### src/hdl/cmc_map.vh
`ifndef CMC_MAP_VH
`define CMC_MAP_VH
// Function
// RULE_01: Output is four times input, scaled by 1, 2/3, 1/2, 2/5, 1/3 or 2/7; here select 00 ignores scaling and always uses 1.
// RULE_02: Input is external oscillator, or internal/external halved; three base outputs; here select 10 also gives the internal oscillator direct, times four.
// RULE_03: Software first writes zero to the whole control register.
// RULE_04: Software picks input select, then scaling, before enabling.
// RULE_05: Top bit enables the multiplier, other fields kept; zero disables.
// RULE_06: Software waits over five microseconds, then sets init with enable.
// RULE_07: Init bit reads zero; writing one while enabled starts initialization; here ignored until wait_ff reaches WAIT_CYC after enable.
// RULE_08: Read-only ready flag is one once locked, zero otherwise.
// RULE_09: Software polls ready until one before using the output.
// RULE_10: External oscillator must be stable before initialization is written.
// RULE_11: Slow input gives four fast pulses per period, then idles.
// RULE_12: Software aims for an output between 25 and 50 MHz.
// RULE_13: Enable bit 7, init 6, ready 5, scaling 4:2, select 1:0; reset zero.
// RULE_14: Select 11 is external times four; 00, 01 are times two.
// RULE_15: Output duty cycle need not be half for some scalings.
// RULE_16: Clearing enable stops the multiplier and drops ready until re-initialized.
// RULE_17: Ready writes ignored; select and scaling apply only at initialization.

// Register location and layout
`define CMC_CTRL_ADDR     8'h97
`define CMC_CTRL_RESET    8'h00
`define CMC_EN_BIT        7
`define CMC_INIT_BIT      6
`define CMC_RDY_BIT       5
`define CMC_DIV_HI        4
`define CMC_DIV_LO        2
`define CMC_SEL_HI        1
`define CMC_SEL_LO        0

// Timing
`define CMC_CLK_PERIOD_NS 50
`define CMC_EN_WAIT_NS    5000
`define CMC_EN_WAIT_CYC   ((`CMC_EN_WAIT_NS / `CMC_CLK_PERIOD_NS) + 1)

// Output edges per raw input period before scaling
`define CMC_TOG_X2        5'h08
`define CMC_TOG_X4        5'h10
`define CMC_BURST_TOG     4'h8
`endif

### src/hdl/cmc_osc_meter.v
`timescale 1ns/1ps
module cmc_osc_meter #(
	parameter PER_W = 16
) (
	// Clock and reset
	input  wire             clk,
	input  wire             rst,
	// Oscillator pin
	input  wire             osc_in,
	// Measurement
	output reg              rise,
	output reg  [PER_W-1:0] period,
	output reg              stale
);
	reg             s1_ff;
	reg             s2_ff;
	reg             s3_ff;
	reg             lvl_ff;
	reg [PER_W-1:0] cnt_ff;

	wire             nxt_lvl = (s2_ff == s3_ff) ? s3_ff : lvl_ff;
	wire             edge_up = nxt_lvl & ~lvl_ff;
	wire [PER_W-1:0] cnt_max = {PER_W{1'b1}};

	always @(posedge clk or posedge rst)
	begin
		if (rst)
		begin
			s1_ff  <= 1'b0;
			s2_ff  <= 1'b0;
			s3_ff  <= 1'b0;
			lvl_ff <= 1'b0;
			cnt_ff <= {PER_W{1'b0}};
			rise   <= 1'b0;
			period <= {PER_W{1'b0}};
			stale  <= 1'b1;
		end
		else
		begin
			s1_ff  <= osc_in;
			s2_ff  <= s1_ff;
			s3_ff  <= s2_ff;
			lvl_ff <= nxt_lvl;
			rise   <= edge_up;
			if (edge_up)
			begin
				period <= cnt_ff;
				cnt_ff <= {{(PER_W-1){1'b0}}, 1'b1};
				stale  <= (cnt_ff == cnt_max);
			end
			else if (cnt_ff != cnt_max)
				cnt_ff <= cnt_ff + {{(PER_W-1){1'b0}}, 1'b1};
			else
				stale <= 1'b1;
		end
	end
endmodule // cmc_osc_meter

### src/hdl/cmc_top.v
`timescale 1ns/1ps
`include "cmc_map.vh"
module cmc_top #(
	parameter             PER_W    = 16,
	parameter [15:0]      LOCK_TOL = 16'h0002,
	// Slowest input period, in clocks, the accumulator still synthesizes; slower inputs get bursts
	parameter [15:0]      SLOW_PER = 16'h0FA0
) (
	// Clock and reset
	input  wire           CLK,
	input  wire           SYS_RST,
	// Oscillator sources
	input  wire           INT_OSC,
	input  wire           EXT_OSC,
	// Special-function register port
	input  wire [7:0]     REG_ADDR,
	input  wire           REG_WR,
	input  wire [7:0]     REG_WDATA,
	input  wire           REG_RD,
	output reg  [7:0]     REG_RDATA,
	// Multiplier output
	output reg            MUL_CLK,
	output reg            MUL_READY
);
	localparam ACC_W     = PER_W + 4;
	localparam ST_IDLE   = 3'h0;
	localparam ST_ARMED  = 3'h1;
	localparam ST_MEAS1  = 3'h2;
	localparam ST_MEAS2  = 3'h3;
	localparam ST_LOCK   = 3'h4;
	localparam [31:0] WAIT_FULL = `CMC_EN_WAIT_CYC;
	localparam [7:0]  WAIT_CYC  = WAIT_FULL[7:0];
	localparam [7:0]  CTRL_RST  = `CMC_CTRL_RESET;

	// Control fields
	reg             en_ff;
	reg [1:0]       sel_ff;
	reg [2:0]       div_ff;
	// Settings captured at initialization
	reg [1:0]       act_sel_ff;
	reg [2:0]       act_div_ff;
	reg [2:0]       state_ff;
	reg [2:0]       nxt_state;
	reg [7:0]       wait_ff;
	reg [PER_W-1:0] ref_ff;
	reg [PER_W-1:0] nxt_ref;
	reg [ACC_W-1:0] acc_ff;
	reg [ACC_W-1:0] nxt_acc;
	reg [3:0]       burst_ff;
	reg [3:0]       nxt_burst;
	reg             nxt_clk;

	wire             int_rise;
	wire             ext_rise;
	wire [PER_W-1:0] int_per;
	wire [PER_W-1:0] ext_per;
	wire             int_stale;
	wire             ext_stale;

	// Distance between two period samples
	function [PER_W-1:0] per_diff;
		input [PER_W-1:0] a;
		input [PER_W-1:0] b;
		begin
			per_diff = (a > b) ? (a - b) : (b - a);
		end
	endfunction

	// Scaling denominator 2..7; times-two internal ignores scaling
	function [2:0] scale_den;
		input [1:0] sel;
		input [2:0] div;
		begin
			if (sel == 2'b00 || div > 3'h5)
				scale_den = 3'h2;
			else
				scale_den = div + 3'h2;
		end
	endfunction

	cmc_osc_meter #(
		.PER_W  (PER_W)
	) u_int_meter (
		.clk    (CLK),
		.rst    (SYS_RST),
		.osc_in (INT_OSC),
		.rise   (int_rise),
		.period (int_per),
		.stale  (int_stale)
	);

	cmc_osc_meter #(
		.PER_W  (PER_W)
	) u_ext_meter (
		.clk    (CLK),
		.rst    (SYS_RST),
		.osc_in (EXT_OSC),
		.rise   (ext_rise),
		.period (ext_per),
		.stale  (ext_stale)
	);

	// Odd select codes take the external oscillator
	wire             src_ext   = act_sel_ff[0]; // see RULE_02
	wire             src_rise  = src_ext ? ext_rise : int_rise;
	wire [PER_W-1:0] src_per   = src_ext ? ext_per : int_per;
	wire             src_stale = src_ext ? ext_stale : int_stale;

	wire ctrl_wr  = REG_WR && (REG_ADDR == `CMC_CTRL_ADDR);
	wire wait_ok  = (wait_ff == WAIT_CYC);
	// Init is honoured only with enable already set and kept
	wire init_go  = ctrl_wr && en_ff && wait_ok && REG_WDATA[`CMC_EN_BIT]
		&& REG_WDATA[`CMC_INIT_BIT]; // see RULE_07
	wire in_tol   = per_diff(src_per, ref_ff) <= LOCK_TOL[PER_W-1:0];

	// Edges per raw input period: halved input gives x2, direct x4
	wire [4:0]       tog_num = act_sel_ff[1] ? `CMC_TOG_X4 : `CMC_TOG_X2; // see RULE_14
	wire [2:0]       den     = scale_den(act_sel_ff, act_div_ff); // see RULE_01
	wire [ACC_W-1:0] lim     = {{(ACC_W-3){1'b0}}, den} * {4'h0, ref_ff};
	wire [ACC_W-1:0] acc_add = acc_ff + {{(ACC_W-5){1'b0}}, tog_num};
	wire             slow    = ref_ff > SLOW_PER[PER_W-1:0];

	// Register writes
	always @(posedge CLK or posedge SYS_RST)
	begin
		if (SYS_RST)
		begin
			en_ff  <= CTRL_RST[`CMC_EN_BIT]; // see RULE_13
			sel_ff <= CTRL_RST[`CMC_SEL_HI:`CMC_SEL_LO];
			div_ff <= CTRL_RST[`CMC_DIV_HI:`CMC_DIV_LO];
		end
		else if (ctrl_wr)
		begin
			// Ready bit is never stored from a write
			en_ff  <= REG_WDATA[`CMC_EN_BIT]; // see RULE_05
			sel_ff <= REG_WDATA[`CMC_SEL_HI:`CMC_SEL_LO]; // see RULE_17
			div_ff <= REG_WDATA[`CMC_DIV_HI:`CMC_DIV_LO];
		end
	end

	// Enable settle counter
	always @(posedge CLK or posedge SYS_RST)
	begin
		if (SYS_RST)
			wait_ff <= 8'h00;
		else if (!en_ff)
			wait_ff <= 8'h00;
		else if (!wait_ok)
			wait_ff <= wait_ff + 8'h01;
	end

	// Lock state machine
	always @*
	begin
		nxt_state = state_ff;
		nxt_ref   = ref_ff;
		case (state_ff)
			ST_IDLE:
			begin
				if (en_ff)
					nxt_state = ST_ARMED;
			end
			ST_ARMED:
			begin
				if (init_go)
					nxt_state = ST_MEAS1;
			end
			ST_MEAS1:
			begin
				if (src_rise)
				begin
					nxt_ref   = src_per;
					nxt_state = ST_MEAS2;
				end
			end
			ST_MEAS2:
			begin
				// Two matching periods in a row count as lock
				if (src_rise)
				begin
					nxt_ref = src_per;
					if (in_tol && !src_stale)
						nxt_state = ST_LOCK; // see RULE_08
				end
			end
			ST_LOCK:
			begin
				// Drift or a stopped source loses lock
				if (src_stale || (src_rise && !in_tol))
					nxt_state = ST_MEAS2;
			end
			default:
				nxt_state = ST_IDLE;
		endcase
		if (init_go)
			nxt_state = ST_MEAS1;
		if (!en_ff)
			nxt_state = ST_IDLE; // see RULE_16
	end

	always @(posedge CLK or posedge SYS_RST)
	begin
		if (SYS_RST)
		begin
			state_ff   <= ST_IDLE;
			ref_ff     <= {PER_W{1'b0}};
			act_sel_ff <= 2'h0;
			act_div_ff <= 3'h0;
			MUL_READY  <= 1'b0;
		end
		else
		begin
			state_ff  <= nxt_state;
			ref_ff    <= nxt_ref;
			MUL_READY <= (nxt_state == ST_LOCK); // see RULE_08
			if (init_go)
			begin
				// New settings only take hold here
				act_sel_ff <= REG_WDATA[`CMC_SEL_HI:`CMC_SEL_LO]; // see RULE_17
				act_div_ff <= REG_WDATA[`CMC_DIV_HI:`CMC_DIV_LO];
			end
		end
	end

	// Output synthesis: fractional accumulator, or bursts for slow inputs
	always @*
	begin
		nxt_acc   = acc_ff;
		nxt_burst = burst_ff;
		nxt_clk   = MUL_CLK;
		if (state_ff != ST_LOCK)
		begin
			nxt_acc   = {ACC_W{1'b0}};
			nxt_burst = 4'h0;
			nxt_clk   = 1'b0; // see RULE_16
		end
		else if (slow)
		begin
			// Four fast pulses, then quiet until the next rising edge
			if (src_rise)
			begin
				nxt_burst = `CMC_BURST_TOG - 4'h1; // see RULE_11
				nxt_clk   = 1'b1;
			end
			else if (burst_ff != 4'h0)
			begin
				nxt_burst = burst_ff - 4'h1;
				nxt_clk   = ~MUL_CLK;
			end
			else
				nxt_clk = 1'b0;
		end
		else if (acc_add >= lim)
		begin
			// Uneven spacing of edges; duty cycle is only approximate
			nxt_acc = acc_add - lim; // see RULE_15
			nxt_clk = ~MUL_CLK; // see RULE_01
		end
		else
			nxt_acc = acc_add;
	end

	always @(posedge CLK or posedge SYS_RST)
	begin
		if (SYS_RST)
		begin
			acc_ff   <= {ACC_W{1'b0}};
			burst_ff <= 4'h0;
			MUL_CLK  <= 1'b0;
		end
		else
		begin
			acc_ff   <= nxt_acc;
			burst_ff <= nxt_burst;
			MUL_CLK  <= nxt_clk;
		end
	end

	// Register read; init always reads zero
	always @(posedge CLK or posedge SYS_RST)
	begin
		if (SYS_RST)
			REG_RDATA <= 8'h00;
		else if (REG_RD && (REG_ADDR == `CMC_CTRL_ADDR))
			REG_RDATA <= {en_ff, 1'b0, MUL_READY, div_ff, sel_ff}; // see RULE_13
		else
			REG_RDATA <= 8'h00;
	end
endmodule // cmc_top

### config.mk
export PLATFORM = sky130hd
export DESIGN_NAME = cmc_top
export DESIGN_NICKNAME = d
export VERILOG_FILES = /design/src/hdl/cmc_osc_meter.v /design/src/hdl/cmc_top.v
export VERILOG_INCLUDE_DIRS = /design/src /design/src/hdl
export SDC_FILE = /design/constraint.sdc
export NUM_CORES = 1
export LEC_CHECK = 0
export ABC_AREA = 1
export BUFFER_PORTS_ARGS = -buffer_cell sky130_fd_sc_hd__clkbuf_2
export CAP_MARGIN = 15
export CELL_PAD_IN_SITES_DETAIL_PLACEMENT = 2
export CELL_PAD_IN_SITES_GLOBAL_PLACEMENT = 2
export CORE_ASPECT_RATIO = 2
export CORE_MARGIN = 1.5
export CORE_UTILIZATION = 34
export CTS_CLUSTER_DIAMETER = 120
export DETAILED_ROUTE_END_ITERATION = 8
export PLACE_DENSITY_LB_ADDON = 0.1
export SYNTH_ARGS = -nofsm -noshare
export SYNTH_HDL_FRONTEND = slang
export SYNTH_SLANG_ARGS = --single-unit
### constraint.sdc
create_clock -name CLK -period 4.9 [get_ports CLK]
set_clock_uncertainty 0.1 [all_clocks]
set_input_delay 0.735 -clock CLK [delete_from_list [all_inputs] [get_ports CLK]]
set_output_delay 0.735 -clock CLK [all_outputs]
set_load 0.05 [all_outputs]
; Word level (Yosys, flattened, before mapping)
; Cells that the tools add are included.
[totals]
output_inout_bits = 10
in_bits = 22
ff_bits = 148
[op_classes]
n_addsub = 9
n_mul = 1
muxes = 38
eq_ne = 18
n_reduce_logical = 23
n_lt_le_gt_ge = 5
bitwise = 5
[ops]
columns = cell, count
row1 = 16-bit two-way mux, 6
row2 = 20-bit two-way mux, 3
row3 = 16-bit by 1-bit adder with 16-bit output (second input constant), 2
row4 = 16-bit == test (second input constant), 2
row5 = 16-bit inequality test (second input constant), 2
row6 = 16-bit subtractor, 2
row7 = 8-bit two-way mux, 3
row8 = 3-bit two-way mux, 7
row9 = 20-bit by 5-bit adder with 20-bit output, 1
row10 = 20-bit by 19-bit >= comparator with 1-bit output, 1
row11 = 20-bit by 19-bit subtractor with 20-bit output, 1
row12 = 3-bit by 16-bit multiplier with 19-bit output, 1
row13 = 16-bit by 12-bit > comparator with 1-bit output (second input constant), 1
row14 = 16-bit > comparator, 1
row15 = 16-bit by 2-bit <= comparator with 1-bit output (second input constant), 1
row16 = 4-bit two-way mux, 4
row17 = 3-bit case mux with 5 select lines, 1
row18 = 1-bit two-way mux, 13
row19 = 8-bit by 1-bit adder with 8-bit output (second input constant), 1
row20 = 8-bit by 7-bit == test with 1-bit output (second input constant), 1
row21 = 8-bit == test (second input constant), 1
row22 = 1-bit logical AND, 8
row23 = 3-bit by 2-bit == test with 1-bit output (second input constant), 2
row24 = 3-bit == test (second input constant), 2
row25 = 20 further kinds, 32

; Longest topological paths before layout
[depth]
ltp_word = 12
depth_mapped = 36
ltp_nobuf = 34

; Hierarchy
; From an unflattened synthesis, not the netlist that was laid out.
[unflattened]
hier_cells = 1642
area_unflattened_um2 = 11529.8
[by_module_without_submodules]
columns = mod, area_per_inst_um2, cells_each, instances
row1 = cmc_top, 7993.9, 1220, 1
row2 = cmc_osc_meter, 1767.9, 211, 2

; Least setup slack after synthesis
; Ideal clock, no wire load.
[synth_path]
kind = register -> register
startpoint = reg act_sel_ff[0]
endpoint = reg acc_ff[7]
n_path_buf = 3
path_slack_ns = -0.199
path_stages_with_launch = 36
t_arrival_ns = 4.878
synth_period_minus_slack_ns = 5.099
t_required_ns = 4.680
setup_time_ns = 0.120
cell_sequence = dfrtp_1 -> inv_1 -> clkbuf_1 -> nand2_1 -> nand3_1 -> clkbuf_1 -> nand2_1 -> fa_1 -> inv_1 -> ha_1 -> fa_1 -> nand3_1 -> nand2_1 -> nand2_1 -> o211ai_1 -> a21oi_1 -> o21bai_1 -> nand2_1 -> nand2_1 -> a21oi_1 -> xor2_1 -> ha_1 -> nand2_1 -> nor2_1 -> inv_1 -> nor2_1 -> nor2_1 -> nand2_1 -> o21ai_1 -> nand2_1 -> nand2_2 -> nand3_4 -> buf_6 -> inv_1 -> o21ai_1 -> nand2_1
[synth_via]
elab_chain_len = 8
elab_cells_between_ends = 9
classes_between = add/sub: 1 / mul: 1 / order compare: 1 / mux: 4 / reduce/logical: 2
[synth_lines]
columns = element, line_no
row1 = from (decl), cmc_top.v:40  ; reg [1:0] act_sel_ff;
row2 = from (signal assigned), cmc_top.v:219  ; act_sel_ff <= REG_WDATA[`CMC_SEL_HI:`CMC_SEL_LO];
row3 = 2-bit logical NOT *, cmc_top.v:74  ; if (sel == 2'b00 || div > 3'h5)
row4 = 1-bit logical OR *, cmc_top.v:74
row5 = 3-bit two-way mux *, cmc_top.v:74
row6 = 3-bit by 16-bit multiplier with 19-bit output *, cmc_top.v:119  ; wire [ACC_W-1:0] lim = {{(ACC_W-3){1'b0}}, den} * {4'h0, ref_ff};
row7 = 20-bit by 19-bit subtractor with 20-bit output / 20-bit by 19-bit >= comparator with 1-bit output (equally long branches), "cmc_top.v:256, cmc_top.v:253"
row8 = 20-bit two-way mux *, cmc_top.v:253  ; else if (acc_add >= lim)
row9 = 20-bit two-way mux *, cmc_top.v:237  ; else if (slow)
row10 = 20-bit two-way mux *, cmc_top.v:231  ; if (state_ff != ST_LOCK)
row11 = to (signal assigned), cmc_top.v:267  ; acc_ff <= {ACC_W{1'b0}};
row12 = to (signal assigned), cmc_top.v:273  ; acc_ff <= nxt_acc;
row13 = to (decl), cmc_top.v:47  ; reg [ACC_W-1:0] acc_ff;
; Every way passes the cells marked *; elsewhere a longest branch is shown, timed or not. The select of a mux whose other input is x is not followed.
; A chain may end at the register's enable or synchronous reset.

; Worst setup path after layout
[layout_path]
startpoint = reg act_div_ff[1]
endpoint = reg acc_ff[17]
[layout_via]
elab_chain_len = 8
elab_cells_between_ends = 10
classes_between = add/sub: 2 / mul: 1 / order compare: 2 / mux: 4 / reduce/logical: 1
[layout_lines]
columns = element, line_no
row1 = from (decl), cmc_top.v:41  ; reg [2:0] act_div_ff;
row2 = from (signal assigned), cmc_top.v:220  ; act_div_ff <= REG_WDATA[`CMC_DIV_HI:`CMC_DIV_LO];
row3 = 3-bit > comparator, cmc_top.v:74
row4 = 1-bit logical OR, cmc_top.v:74
row5 = 3-bit two-way mux *, cmc_top.v:74
row6 = 3-bit by 16-bit multiplier with 19-bit output *, cmc_top.v:119
row7 = 20-bit by 19-bit subtractor with 20-bit output / 20-bit by 19-bit >= comparator with 1-bit output (equally long branches), "cmc_top.v:256, cmc_top.v:253"
row8 = 20-bit two-way mux *, cmc_top.v:253
row9 = 20-bit two-way mux *, cmc_top.v:237
row10 = 20-bit two-way mux *, cmc_top.v:231
; Marks and branches as above.

==> impl_metrics.toml <==
[logic_synthesis]
yosysUniqueCellTypes = 57
ys_warn_count = 0
postSynthAreaPerCell_sq_um = 7.25
synth_top_area_share_pct = 32.6
synthTopCellsByArea = "dfrtp_1, nand2_1, ha_1"
yosys_register_bits = 147
synthArstFlopShare_pct = 100
synth_area_sq_mm = 0.0111
ys.flop_type = "dfrtp_1"
yosysSeqAreaShare_pct = 33.0
postSynthNetCount = 1655
syn_inst = 1538
synth-edff-count = 0
synth_most_common_cell = "nand2_1"
synth_top_area_cell = "dfrtp_1"
ys_top_cells_by_count = "nand2_1, inv_1, dfrtp_1, o21ai_0, nor2_1"

[clock_tree]
ctsHoldBuffers = 0
cts_tree = "yes"
cts_root_buf = "clkbuf_16"
clk_path_buf_depth = 2
clk_pin_slew_ns = 0.08
clock_latency_ns = 0.47
numCtsBuffers = 17
numClockSinks = 147
htreeDepth = 4

[detailed_routing]
ant_nets = 0
viasPerCell = 5.33
drt-initial-drc-count = 305
vias = 11400
drt-total-wl_um = 48300
firstDrtPassIters = 4
wl_per_cell_um = 22.7
drcViolationCount = 0

[critical_path]
crit_path_top_delay_cell = "fa_1"
cpPeakStageDelay_ns = 0.57
timing.rr.start = "act_div_ff[1]"
cp-start-kind = "register"
crit_buf_inv = 4
crit_family = "adder cells"
crit_required_ns = 5.14
critPathArrivalTime_ns = 5.65
rr_worst_depth = 29
crit_type = "reg -> reg"
path_max_fanout = 3
end_kind = "register"
rrSetupSlack_ns = -0.51
r2r-end = "acc_ff[17]"
cp_common_cell = "nand2_1"

[timing]
slew_headroom_pct = 35.8
report.final.slew_viol_count = 0
hold_ws_ns = 0.251
clock.fmax_mhz = 185
fin_crit_sh_pct = 110
tightest_slew_ns = 0.953
finalSetupViolations = 21
setup_ws_ns = -0.507
fin_crit_ns = 5.41
rsz0062_at_grt = "yes"
finalHoldViolations = 0

[floorplanning]
core_area_sq_mm = 0.0322
initial_core_util_pct = 34.6
die_y_um = 259
rows = 93
dieArea_sq_mm = 0.0339
die_w_um = 131
io_pins = 32

[job]
cap_violations = 0

[placed_design]
dp.cells = 2062
place_hpwl_um = 33300
portBuffers = 29
postPlaceCellArea_sq_mm = 0.0124
place_congestion = 0.871

[power]
leakage_nw = 7.14
p_per_area_mw_per_mm2 = 444
ir_drop_v = 0.000323

[layout]
syn_to_final_growth_pct = 25.0
antenna_cells = 0
final_cells = 2129
fin_nets = 1806
drive_above_1_share_pct = 21.3
design_area_sq_mm = 0.0139

[global_route]
grtUsageTotal_pct = 27.4
overflow = 0
antenna_found_initial = 0
grt_first_pass_wirelength_um = 69200
grt_pass1_vias = 13100
grt_max_degree = 98

[worst_hold_path]
min_path_cells = 0
worstHoldStart = "u_int_meter.s1_ff"
min_path_type = "reg -> reg"
whs_endpoint = "u_int_meter.s2_ff"

[status]
status = "finished, violations left"
violations = "setup timing"
## repair_timing
| item | 4_1_cts | 5_1_grt |
|---|---|---|
| setup endpoints to repair | 21 | 21 |
| resized for setup | 73 | 70 |
| setup buffers | 20 | 15 |
| pin swaps | 40 | 52 |
## cells in the final DEF, fill, tap and decap left out, drive strengths merged, types with 3 or more instances in the layout
cell type	Yosys	final
a21oi	80	80
a31oi	11	11
xnor2	16	16
clkinv	2	10
fa	19	19
nor2	112	112
o21ai	131	131
clkbuf	19	46
nor3b	5	5
inv	248	254
nor3	29	29
dfrtp	145	145
nor4	7	7
o22ai	4	4
xor2	32	32
nand4	22	22
buf	9	131
nand2	436	436
a21o	3	3
o21bai	9	9
nand3	71	71
nand3b	5	5
o211ai	15	15
or2	14	14
ha	76	76
## registers in the layout (all words and copies together) (netlist names), 2 cells and up
register and flops:
act_div_ff 3, u_ext_meter.period 16, wait_ff 8, burst_ff 4
act_sel_ff 2, state_ff 3, acc_ff 20, u_int_meter.period 16
ref_ff 16, u_ext_meter.cnt_ff 16, REG_RDATA 7, div_ff 3
sel_ff 2, u_int_meter.cnt_ff 16
## worst max path at each step
stage / cells past startpoint / startpoint / slack [ns] / to
3_5_place_dp: 34 / act_div_ff[1] / -0.73 / acc_ff[17]
4_1_cts: 35 / act_div_ff[1] / -0.29 / acc_ff[0]
5_1_grt: 35 / act_div_ff[1] / -0.75 / acc_ff[2]
2_1_floorplan: 36 / act_sel_ff[0] / 0.03 / acc_ff[7]
3_3_place_gp: 34 / act_div_ff[2] / -0.43 / acc_ff[7]
6_report: 29 / act_div_ff[1] / -0.51 / acc_ff[17]
## cell type report
cell class	count	area, sq um
Clock buffer	17	425
Timing Repair Buffer	160	1230
Multi-Input combinational cell	1113	6900
Sequential cell	147	3680
Clock inverter	15	210
Fill cell	3754	18300
Inverter	250	957
Tap cell	427	534
## per-layer routing
| metal | vias to the layer above | share of wire [%] | global-route usage (%) | wire (um) |
|---|---|---|---|---|
| met3 | 189 | 1.9 | 3.22 | 929 |
| met5 | - | 0 | 0 | 0 |
| li1 | 5228 | - | - | - |
| met1 | 5690 | 30 | 22.4 | 14700 |
| met2 | 246 | 58 | 55.5 | 27800 |
| met4 | 0 | 10 | 21.6 | 4860 |
## metrics by stage
stage                     worst slack, ns  TNS (ns)  utilization, %  power (mW)
final                              -0.507     -8.81            43.2        6.18
after global routing               -0.746    -14.25            43.2        6.63
after CTS                          -0.289     -4.88            42.0        6.06
after detailed placement           -0.730    -13.58            38.5        4.51
after global placement             -0.433     -7.39            38.5        4.37
after floorplan                    0.0302         0               -        3.53
## worst register-to-register path: cells and delay by family (launching register included)
family                   cells  cell delay [ns]
AND/OR/NAND/NOR             10             1.06
AO/OA/AOI/OAI                8             1.32
XOR/XNOR                     2             0.44
buffers and inverters        4             0.41
adder cells (fa/ha/maj)      5             1.55
flip-flops                   1             0.42
## kinds of logic after synthesis
group           Yosys count  share of synthesized area (%)
buf+inv                 278                           9.69
compound gates          264                           13.6
other cells               1                         0.0336
simple gates            703                           27.8
flops                   147                           33.0
fa+ha+maj                97                           12.1
xor+xnor                 48                           3.77
## power by group
| part | leakage [nW] | switching, mW | total [mW] | internal, mW |
|---|---|---|---|---|
| Sequential | 1.98 | 0.121 | 1.46 | 1.34 |
| Clock | 0.306 | 0.710 | 1.45 | 0.744 |
| Combinational | 4.86 | 2.24 | 3.27 | 1.03 |
Power figures use the tool's default switching activity.
